<file path="src/rtl/lcd_sync_params.svh">
`ifndef LCD_SYNC_PARAMS_SVH
`define LCD_SYNC_PARAMS_SVH

// Rows driven by one chip
`define LCD_ROWS_PER_CHIP 16
// Rows in a 1/16 and a 1/32 duty frame
`define LCD_DUTY16_ROWS 16
`define LCD_DUTY32_ROWS 32
// Oscillator rising edges per half period of the line clock
`define LCD_OSC_PER_HALF_LINE 4
// Cycles the synchronised strap must settle before it is captured
`define LCD_STRAP_SETTLE 3
// Synchroniser stages ahead of any pin logic
`define LCD_SYNC_STAGES 2
// Reset values
`define LCD_RST_ROW 5'h00
`define LCD_RST_FRAME 1'h0

`endif

</file>
<file path="src/rtl/lcd_sync_pkg.sv">
package lcd_sync_pkg;

  // Role of the chip, fixed once after reset
  typedef enum logic [1:0] {
    ST_SETTLE,
    ST_MASTER,
    ST_SLAVE
  } role_state_t;

  // Row counter across the whole panel
  typedef logic [4:0] row_index_t;

endpackage : lcd_sync_pkg

</file>
<file path="src/rtl/lcd_master_slave_sync.sv">
`timescale 1ns/1ps
`include "lcd_sync_params.svh"

module lcd_master_slave_sync #(
  parameter int OSC_PER_HALF_LINE = `LCD_OSC_PER_HALF_LINE,
  parameter int STRAP_SETTLE = `LCD_STRAP_SETTLE
) (
  // Clock and reset
  input wire logic clk,
  input wire logic rst_n,
  // Board straps and duty
  input wire logic master_strap,
  input wire logic duty_32,
  // Oscillator pins
  input wire logic oscillator_in_pin,
  input wire logic oscillator_out_pin_in,
  output logic oscillator_out_pin_out,
  output logic oscillator_out_pin_oe,
  // Frame polarity pin
  input wire logic frame_polarity_in,
  output logic frame_polarity_out,
  output logic frame_polarity_oe,
  // Line clock pin
  input wire logic line_clock_in,
  output logic line_clock_out,
  output logic line_clock_oe,
  // Panel side
  output logic [`LCD_ROWS_PER_CHIP-1:0] row_drive_outputs,
  output logic drive_polarity,
  output logic is_master
);
  import lcd_sync_pkg::*;

  localparam int CW = $clog2(OSC_PER_HALF_LINE + 1) + 1;
  // Synchroniser flops come out of reset low, so the settle count starts after them
  localparam int SETTLE_END = STRAP_SETTLE + `LCD_SYNC_STAGES;
  localparam int SW = $clog2(SETTLE_END + 1) + 1;

  role_state_t state;
  row_index_t row_idx;
  row_index_t next_row;
  logic [SW-1:0] settle_cnt;
  logic [CW-1:0] osc_cnt;
  logic line_fall;
  logic fr_pending;
  logic next_frame;
  logic [4:0] s_level;
  logic [4:0] s_rise;
  logic [4:0] s_fall;
  logic strap_s;
  logic osc_in_s;
  logic osc_rise;
  logic fr_edge;
  logic cl_fall;
  logic [4:0] last_row;

  // Maps a panel row to this chip's row drivers
  function automatic logic [`LCD_ROWS_PER_CHIP-1:0] row_bits(input row_index_t idx,
                                                           input logic slave);
    logic [`LCD_ROWS_PER_CHIP-1:0] bits;
    bits = '0;
    if (!slave && idx < 5'(`LCD_ROWS_PER_CHIP)) begin
      bits[idx[3:0]] = 1'b1;
    end else if (slave && idx >= 5'(`LCD_ROWS_PER_CHIP)) begin
      // Reversed: first slave row sits on the top driver
      bits[4'hF - idx[3:0]] = 1'b1;
    end
    return bits;
  endfunction : row_bits

  // All pins from outside except duty_32 pass two flip-flops
  pin_sync #(.WIDTH(5)) u_sync (
    .clk(clk),
    .rst_n(rst_n),
    .pin({master_strap, oscillator_in_pin, oscillator_out_pin_in,
          frame_polarity_in, line_clock_in}),
    .level(s_level),
    .rise(s_rise),
    .fall(s_fall)
  );

  assign strap_s = s_level[4];
  assign osc_in_s = s_level[3];
  assign osc_rise = s_rise[3];
  assign fr_edge = s_rise[1] | s_fall[1];
  assign cl_fall = s_fall[0];
  assign last_row = duty_32 ? 5'(`LCD_DUTY32_ROWS - 1) : 5'(`LCD_DUTY16_ROWS - 1);

  // Role capture after release; the strap is never looked at again
  always_ff @(posedge clk or negedge rst_n) begin
    if (!rst_n) begin
      state <= ST_SETTLE;
      settle_cnt <= '0;
    end else begin
      case (state)
        ST_SETTLE: begin
          if (settle_cnt == SW'(SETTLE_END)) begin
            state <= strap_s ? ST_MASTER : ST_SLAVE;
          end else begin
            settle_cnt <= settle_cnt + 1'b1;
          end
        end
        ST_MASTER: state <= ST_MASTER;
        ST_SLAVE: state <= ST_SLAVE;
        default: state <= ST_SETTLE;
      endcase
    end
  end

  // Master line clock from oscillator edges; a fall of the output marks the line step
  always_ff @(posedge clk or negedge rst_n) begin
    if (!rst_n) begin
      osc_cnt <= '0;
      line_clock_out <= 1'b0;
      line_fall <= 1'b0;
    end else begin
      line_fall <= 1'b0;
      if (state == ST_MASTER && osc_rise) begin
        if (osc_cnt == CW'(OSC_PER_HALF_LINE - 1)) begin
          osc_cnt <= '0;
          line_clock_out <= ~line_clock_out;
          line_fall <= line_clock_out;
        end else begin
          osc_cnt <= osc_cnt + 1'b1;
        end
      end
    end
  end

  // Pending frame edge; the line step clears it even when a new edge comes in the same cycle
  always_ff @(posedge clk or negedge rst_n) begin
    if (!rst_n) begin
      fr_pending <= 1'b0;
    end else if (fr_edge) begin
      fr_pending <= !cl_fall;
    end else if (cl_fall) begin
      fr_pending <= 1'b0;
    end
  end

  // Next row and frame level per role
  always_comb begin
    next_row = row_idx;
    next_frame = frame_polarity_out;
    if (state == ST_MASTER) begin
      if (line_fall) begin
        if (row_idx >= last_row) begin
          next_row = '0;
          next_frame = ~frame_polarity_out;
        end else begin
          next_row = row_idx + 1'b1;
        end
      end
    end else if (state == ST_SLAVE) begin
      next_frame = s_level[1];
      if (cl_fall) begin
        // Frame and line clock steer the slave scan, with duty_32 setting the wrap row
        if (fr_edge || fr_pending || row_idx >= last_row) begin
          next_row = '0;
        end else begin
          next_row = row_idx + 1'b1;
        end
      end
    end
  end

  // Row counter, frame level, bias polarity and row drivers
  always_ff @(posedge clk or negedge rst_n) begin
    if (!rst_n) begin
      row_idx <= `LCD_RST_ROW;
      frame_polarity_out <= `LCD_RST_FRAME;
      drive_polarity <= `LCD_RST_FRAME;
      row_drive_outputs <= '0;
    end else begin
      row_idx <= next_row;
      frame_polarity_out <= next_frame;
      drive_polarity <= next_frame;
      row_drive_outputs <= row_bits(next_row, state == ST_SLAVE);
    end
  end

  // Pin direction and oscillator forwarding
  always_ff @(posedge clk or negedge rst_n) begin
    if (!rst_n) begin
      frame_polarity_oe <= 1'b0;
      line_clock_oe <= 1'b0;
      oscillator_out_pin_oe <= 1'b0;
      oscillator_out_pin_out <= 1'b0;
      is_master <= 1'b0;
    end else begin
      frame_polarity_oe <= state == ST_MASTER;
      line_clock_oe <= state == ST_MASTER;
      oscillator_out_pin_oe <= state == ST_MASTER;
      oscillator_out_pin_out <= (state == ST_MASTER) & osc_in_s;
      is_master <= state == ST_MASTER;
    end
  end

  property p_master_fr_out;
    @(posedge clk) disable iff (!rst_n)
    $past(state) == ST_MASTER |-> frame_polarity_oe && line_clock_oe;
  endproperty
  a_master_fr_out: assert property (p_master_fr_out) else $error("master not driving");

  property p_slave_no_drive;
    @(posedge clk) disable iff (!rst_n)
    $past(state) == ST_SLAVE |->
      !frame_polarity_oe && !line_clock_oe && !oscillator_out_pin_oe;
  endproperty
  a_slave_no_drive: assert property (p_slave_no_drive) else $error("slave drives pin");

  // In master mode bias polarity flips only at a line step, always together with the frame
  property p_polarity_tracks_frame;
    @(posedge clk) disable iff (!rst_n)
    state == ST_MASTER && !line_fall |=>
      $stable(drive_polarity) && drive_polarity == frame_polarity_out;
  endproperty
  a_polarity_tracks_frame: assert property (p_polarity_tracks_frame)
    else $error("bias polarity off frame");

  property p_role_fixed;
    @(posedge clk) disable iff (!rst_n)
    state != ST_SETTLE |=> state == $past(state);
  endproperty
  a_role_fixed: assert property (p_role_fixed) else $error("role changed");

  property p_master_rows;
    @(posedge clk) disable iff (!rst_n)
    state == ST_MASTER && row_idx < 5'd16 |->
      row_drive_outputs == (16'h0001 << row_idx[3:0]);
  endproperty
  a_master_rows: assert property (p_master_rows) else $error("master row wrong");

  property p_slave_reverse;
    @(posedge clk) disable iff (!rst_n)
    state == ST_SLAVE && row_idx >= 5'd16 |->
      row_drive_outputs == (16'h8000 >> row_idx[3:0]);
  endproperty
  a_slave_reverse: assert property (p_slave_reverse) else $error("slave order wrong");

  property p_frame_on_wrap;
    @(posedge clk) disable iff (!rst_n)
    state == ST_MASTER && line_fall && row_idx >= last_row |=>
      frame_polarity_out != $past(frame_polarity_out) && row_idx == 5'd0;
  endproperty
  a_frame_on_wrap: assert property (p_frame_on_wrap) else $error("frame not toggled");

  property p_master_advance;
    @(posedge clk) disable iff (!rst_n)
    state == ST_MASTER && line_fall && row_idx < last_row |=>
      row_idx == $past(row_idx) + 5'd1 && $stable(frame_polarity_out);
  endproperty
  a_master_advance: assert property (p_master_advance) else $error("row not advanced");

  property p_slave_resync;
    @(posedge clk) disable iff (!rst_n)
    state == ST_SLAVE && cl_fall && (fr_edge || fr_pending) |=> row_idx == 5'd0;
  endproperty
  a_slave_resync: assert property (p_slave_resync) else $error("slave not resynced");

endmodule : lcd_master_slave_sync

</file>
<file path="src/rtl/pin_sync.sv">
`timescale 1ns/1ps

// Two-stage synchroniser with edge detection behind the second stage
module pin_sync #(
  parameter int WIDTH = 1
) (
  // Clock and reset
  input wire logic clk,
  input wire logic rst_n,
  // Asynchronous pins
  input wire logic [WIDTH-1:0] pin,
  // Synchronised level and one-cycle edge pulses
  output logic [WIDTH-1:0] level,
  output logic [WIDTH-1:0] rise,
  output logic [WIDTH-1:0] fall
);

  logic [WIDTH-1:0] meta;
  logic [WIDTH-1:0] last;
  logic [2:0] warm;

  // First stage is read only by the second stage
  always_ff @(posedge clk or negedge rst_n) begin
    if (!rst_n) begin
      meta <= '0;
      level <= '0;
      last <= '0;
      warm <= '0;
    end else begin
      meta <= pin;
      level <= meta;
      last <= level;
      warm <= {warm[1:0], 1'b1};
    end
  end

  // Edges held off until last holds a real pin level; a high pin gives no false edge
  assign rise = level & ~last & {WIDTH{warm[2]}};
  assign fall = ~level & last & {WIDTH{warm[2]}};

endmodule : pin_sync

</file>
<file path="config.mk">
export PLATFORM = sky130hd
export DESIGN_NAME = lcd_master_slave_sync
export DESIGN_NICKNAME = d
export VERILOG_FILES = /design/src/rtl/lcd_sync_pkg.sv /design/src/rtl/lcd_master_slave_sync.sv /design/src/rtl/pin_sync.sv
export VERILOG_INCLUDE_DIRS = /design/src /design/src/rtl
export SDC_FILE = /design/constraint.sdc
export NUM_CORES = 1
export LEC_CHECK = 0
export ABC_AREA = 1
export BUFFER_PORTS_ARGS = -buffer_cell sky130_fd_sc_hd__buf_2
export CAP_MARGIN = 20
export CORE_ASPECT_RATIO = 1.1
export CORE_MARGIN = 2
export CORE_UTILIZATION = 61
export CTS_CLUSTER_SIZE = 12
export DETAILED_ROUTE_END_ITERATION = 8
export PLACE_DENSITY = 0.84
export SYNTH_ARGS = -nofsm -noshare
export SYNTH_HDL_FRONTEND = slang
export SYNTH_SLANG_ARGS = --single-unit
</file>
<file path="constraint.sdc">
create_clock -name clk -period 4.2 [get_ports clk]
set_input_delay 0.42 -clock clk [delete_from_list [all_inputs] [get_ports clk]]
set_output_delay 0.42 -clock clk [all_outputs]
set_load 0.1 [all_outputs]
</file>
==> reports/results.tsv, run 1 <==
metric	value	unit
outcome	finished clean	
cts hold-fix bufs	0	
Core ar.	3900	sq um
Power Density	379	nW/um^2
antenna diode count	0	
number of buffers created by CTS	5	
Cell Area, Synth	2440	sq um
Iter 0 DRT Violations	95	
Fin. Hold Viols	0	
Mean Syn Cell Area	9.33	sq um
Die X	64.3	microns
Clk pwr share	28.3	%
share of layout cells above drive strength 1	23.1	%
Placed Area	2600	sq um
Ys Warns	0	
reg2reg start	state[1]$_DFFE_PN0N_	
Tot Pwr	1030	uW
total negative slack	0	ps
initial antenna violation count	0	
Yosys cell types	34	
sequential area share after synthesis	52.2	%
gpl congestion	0.847	
wire per inst	12.7	microns
clk root buf	clkbuf_8	
Total Routed Length	4400	microns
Worst EP required	4450	ps
PnR worst setup slack	1990	ps
Worst Setup End Kind	register	
worst slew pin tran	613	ps
Die H	70.4	microns
Lkg Pwr	0.00145	uW
element type at the critical path start	register	
Port Buf Inserts	30	
vias in the first global route	1696	
Layout area overhead	11.2	%
Vias/cell	5.30	
Layout Skew	8.44	ps
Worst-Skew Late Latency	300	ps
reg2reg setup slack	1990	ps
Slew HR	59.0	%
Detailed Place HPWL	3040	microns
DR pass1 iterations	4	
combinational power share	20.0	%
clock sink count	51	
CTS tree	yes	
HP Class	primary input to async pin	
final instance area	2720	sq um
leading cell type in the layout, fill and taps excluded	dfrtp_1	
CP endpoint	row_drive_outputs[11]$_DFF_PN0_	
post-synth net total	275	
post-CTS setup buffers	0	
DRC Markers	0	
final global-route overflow total	0	
endpoints failing setup	0	
Worst Path Arrival	2460	ps
Final Max Slew Viols	0	
CTS Buffer Depth	2	
global-route wire length before repair	7420	microns
switching share of power	31.7	%
GR Util All Layers	21.3	%
Cells after Synth	262	
Yosys reg bits	51	
CP Launch Point	state[1]$_DFFE_PN0N_	
delay of the slowest critical-path stage	510	ps
fmax	452	MHz
final net count	306	
Clock Pin Slew Worst Setup and Hold Paths	90	ps
P_sw	327	uW
pin count of the biggest net entering global routing	52	
internal power	704	uW
initial core utilization	62.6	%
post-cts sizing count	0	
post-layout min period	2210	ps
CP max FO	16	
Worst VDD drop	0.283	mV
Rows	24	
WHS	83.3	ps
io pins	32	
Via Count	1834	
RSZ-0062 raised after global routing	no	
CP max-delay cell	nor2_1	
pre-CTS setup slack	2050	ps
H-tree depth	2	
r2r endpoint	row_drive_outputs[11]$_DFF_PN0_	
worst path cell trace	nor2_1, inv_1, a21oi_1, o21ai_2, a21oi_4, nand3_1, nand2_1	
most frequent cells in the layout	dfrtp_1 (51), nand3_1 (47), nand2_1 (46)	
Max-Cap Viols	0	
post-route ant nets	0	
CP Class	register to register	
period utilisation layout	52.6	%
reg2reg path depth	7	
Seq pwr share	51.8	%
die area	4530	sq um
-- power by group through the flow --
| stage | Clock [uW] | Combinational (uW) | Sequential, uW |
|---|---|---|---|
| finish | 291 | 206 | 534 |
| global placement | 0 | 196 | 541 |
| global route | 321 | 225 | 537 |
| CTS | 296 | 204 | 533 |
| floorplan | 0 | 150 | 555 |
| detailed placement | 0 | 203 | 543 |
-- layout make-up --
| class | instances | area, sq um |
|---|---|---|
| Multi-Input combinational cell | 173 | 992 |
| Clock buffer | 7 | 86.3 |
| Inverter | 31 | 119 |
| Tap cell | 52 | 65.1 |
| Sequential cell | 51 | 1280 |
| Clock inverter | 1 | 8.76 |
| Fill cell | 304 | 1190 |
| Timing Repair Buffer | 31 | 170 |
-- state kept, by name, summed over array words and instances, names as in the netlist, 2 cells and up --
signal,count
u_sync.level,4
state,2
settle_cnt,4
u_sync.last,3
row_drive_outputs,16
u_sync.meta,4
row_idx,5
osc_cnt,4
u_sync.warm,3
-- cells in the mapped netlist, drive strengths merged --
master  number  area [sq um]
nor2        27           183
xnor2        3          26.3
conb         1          3.75
ha           5          62.6
o21bai       2          15.0
a21oi       14          96.3
o21a         1          7.51
buf          7          56.3
inv         30           115
nand4        2          12.5
o21ai        9          48.8
a31oi        1          6.26
nand3b       3          22.5
nor3b        1          7.51
xor2         1          8.76
clkinv       1          3.75
nor3         1          5.00
nand3       48           245
dfrtp       51          1280
nand2       54           241
-- worst max-delay path: cells and delay by family (launching register included) --
| kind | cells | cell delay, ps |
|---|---|---|
| buffers and inverters | 1 | 260 |
| DFF | 1 | 430 |
| and+or+nand+nor | 3 | 760 |
| AOI/OAI and AO/OA | 3 | 710 |
-- how the worst min path moves through the flow --
stage,cells after the start,startpoint,end,slack [ps]
CTS,1,frame_polarity_in,u_sync.meta[1]$_DFF_PN0_,210
global placement,0,u_sync.meta[0]$_DFF_PN0_,u_sync.level[0]$_DFF_PN0_,330
detailed placement,0,u_sync.meta[1]$_DFF_PN0_,u_sync.level[1]$_DFF_PN0_,330
finish,1,rst_n,osc_cnt[2]$_DFFE_PN0P_,80
floorplan,0,rst_n,drive_polarity$_DFFE_PN0P_,120
global route,1,rst_n,osc_cnt[3]$_DFFE_PN0P_,100
-- layer usage --
| layer | GRT usage [%] | vias to the layer above | routed length, microns |
|---|---|---|---|
| li1 | - | 901 | - |
| met3 | 4.03 | 8 | 220 |
| met2 | 35.4 | 58 | 2210 |
| met4 | 8.98 | 0 | 68 |
| met5 | 0 | - | 0 |
| met1 | 27.2 | 867 | 1890 |
-- per-stage QoR --
step | std cells | util (%)
3_3_place_gp | 337 | 66.7
2_1_floorplan | 262 | -
4_1_cts | 345 | 69.1
5_1_grt | 346 | 69.6
3_5_place_dp | 337 | 66.7
6_report | 346 | 69.6
-- kinds of logic (layout without fill, tap and decap cells) --
kind of cell,Yosys count,after routing,share of synthesized area (%)
AOI/OAI and AO/OA,27,27,7.12
buffers and inverters,38,70,7.17
xor gates and xnor gates,4,4,1.43
other,1,1,0.153
adders and majority gates,5,5,2.56
and+or+nand+nor,136,136,29.3
DFF,51,51,52.2
Note: power is estimated with default switching activity, not from simulation.
==> run 2, diff against run 1 <==
Settings changed: CORE_UTILIZATION 61 to 57, PLACE_DENSITY 0.84 to 0.79.
Clock period 4.2 ns to 2.2 ns, I/O delays scaled along.
==> run 2 against run 1 <==
Net effect: combinational power up 92%; critical path depth grew 4; clock-buffer cell count stayed put; sequential power is 91% higher; cell area is 0.55% higher; routed wire length is 1.5% higher; die area increased by 6.6%; non-clock buffer count up 3; register-to-register slack worse by 1800 ps; final cell count up 0.87%; fmax is 10% higher; critical path type unchanged; largest cell class unchanged.
==> reports/results.tsv, run 2 (synthesized netlist as in run 1, its figures left out) <==
metric	value	unit	change
Power Density	724	nW/um^2	was 379 nW/um^2
Tot Pwr	1980	uW	was 1030 uW
antenna diode count	0		unchanged
CP Class	register to register		unchanged
CP Launch Point	row_idx[0]$_DFF_PN0_		was state[1]$_DFFE_PN0N_
Layout area overhead	11.8	%	was 11.2%
Iter 0 DRT Violations	68		was 95
Final Max Slew Viols	0		unchanged
DRC Markers	0		unchanged
post-route ant nets	0		unchanged
Clock Pin Slew Worst Setup and Hold Paths	90	ps	about the same
largest reg by FF count	row_drive_outputs		unchanged
clock sink count	51		unchanged
Lkg Pwr	0.00146	uW	was 0.00145 uW
Worst Setup End Kind	register		unchanged
total negative slack	0	ps	unchanged
leading cell type in the layout, fill and taps excluded	dfrtp_1		unchanged
initial core utilization	60.3	%	was 62.6%
Die X	66.4	microns	was 64.3 microns
reg2reg setup slack	200	ps	was 1990 ps
post-cts sizing count	0		unchanged
Total Routed Length	4460	microns	was 4400 microns
io pins	32		unchanged
pin count of the biggest net entering global routing	37		was 52
final net count	309		was 306
CP max FO	7		was 16
Worst EP required	2400	ps	was 4450 ps
period utilisation layout	91.0	%	was 52.6%
Core ar.	4050	sq um	was 3900 sq um
fill count	325		was 304
global-route wire length before repair	7530	microns	was 7420 microns
PnR worst setup slack	198	ps	was 1990 ps
Port Buf Inserts	30		unchanged
Via Count	1832		was 1,834
RSZ-0062 raised after global routing	no		unchanged
endpoints failing setup	0		unchanged
Max-Cap Viols	0		unchanged
CTS tree	yes		unchanged
Top Registers	row_drive_outputs (16), row_idx (5)		unchanged
reg2reg start	row_idx[0]$_DFF_PN0_		was state[1]$_DFFE_PN0N_
Worst VDD drop	0.691	mV	was 0.283 mV
element type at the critical path start	register		unchanged
Worst Path Arrival	2200	ps	was 2460 ps
share of layout cells above drive strength 1	23.2	%	was 23.1%
max FFs per register	16		unchanged
cts hold-fix bufs	1		was 0
gpl congestion	0.877		was 0.847
pre-CTS setup slack	231	ps	was 2050 ps
Worst-Skew Late Latency	310	ps	was 300 ps
DR pass1 iterations	4		unchanged
Layout Skew	8.09	ps	was 8.44 ps
HP Class	primary input to register		was primary input to async pin
HP Start	oscillator_in_pin		
GR Util All Layers	21.1	%	was 21.3%
outcome	finished clean		unchanged
Detailed Place HPWL	3120	microns	was 3040 microns
fmax	500	MHz	was 452 MHz
storage element area	1280	sq um	unchanged
post-CTS setup buffers	0		unchanged
clk root buf	clkbuf_8		unchanged
Vias/cell	5.25		was 5.30
vias in the first global route	1688		was 1,696
die area	4830	sq um	was 4530 sq um
most frequent cells in the layout	dfrtp_1 (51), nand3_1 (47), nand2_1 (46)		unchanged
H-tree depth	2		unchanged
Rows	24		unchanged
wire per inst	12.8	microns	was 12.7 microns
multi-input logic area	992	sq um	unchanged
CTS Buffer Depth	2		unchanged
Fin. Hold Viols	0		unchanged
Die H	72.7	microns	was 70.4 microns
post-layout min period	2000	ps	was 2210 ps
number of buffers created by CTS	5		unchanged
initial antenna violation count	0		unchanged
final global-route overflow total	0		unchanged
[run 2: changes by cell type in the layout (fill, tap and decap cells not counted), sizes merged]
cell         before  now
dlygate4sd3       0    2
buf              31   32
[run 2: cell type report]
type	count	share of cell area (%)
clock buffers	7	3.16
clock inverters	1	0.321
inverters	31	4.35
multi-input cells	173	36.3
flip-flops and latches	51	46.7
well taps	52	2.38
repair buffers	34	6.78
[run 2: power breakdown]
part / leakage [uW] / internal [uW] / switching [uW] / total, uW
clock: 0.0000484 / 258 / 304 / 562
sequential: 0.000657 / 978 / 41.4 / 1020
combinational: 0.000752 / 107 / 289 / 396
[run 2: routing by layer]
layer	vias up	wire (microns)	global-route usage [%]
met5	-	0	0
met4	0	102	10.2
met3	8	240	4.63
met2	56	2110	31.9
met1	852	2000	28.9
li1	916	-	-
[run 2: worst max-delay path: stages (launching register included)]
cell and delay [ps]:
dfrtp_1 450, ha_1 240, nand2_1 110, nand2_1 90
nand2_1 120, nand3_2 150, o21ai_1 240, nand2_4 140
nand2_1 130, inv_2 80, nand3_1 90, nand2_1 60
[run 2: path summary, 6_finish.rpt]
kind / endpoint / cells past startpoint
worst min register to register: u_sync.level[1]$_DFF_PN0_ / 0
worst max-delay path: row_drive_outputs[8]$_DFF_PN0_ / 11
worst min-delay path: u_sync.meta[3]$_DFF_PN0_ / 1
min in group asynchronous: u_sync.meta[4]$_DFF_PN0_ / 2
worst max register to register: row_drive_outputs[8]$_DFF_PN0_ / 11
max in group asynchronous: u_sync.level[0]$_DFF_PN0_ / 3
[run 2: through the flow]
| stage | area (sq um) | std cells | hold slack [ps] | utilization [%] |
|---|---|---|---|---|
| 6_report | 2730 | 349 | 16.8 | 67.4 |
| 5_1_grt | 2730 | 349 | 3.22 | 67.4 |
| 4_1_cts | 2720 | 348 | 7.65 | 67.2 |
| 3_5_place_dp | 2620 | 339 | 156 | 64.6 |
| 3_3_place_gp | 2620 | 339 | 142 | 64.6 |
| 2_1_floorplan | 2440 | 262 | -75.6 | - |
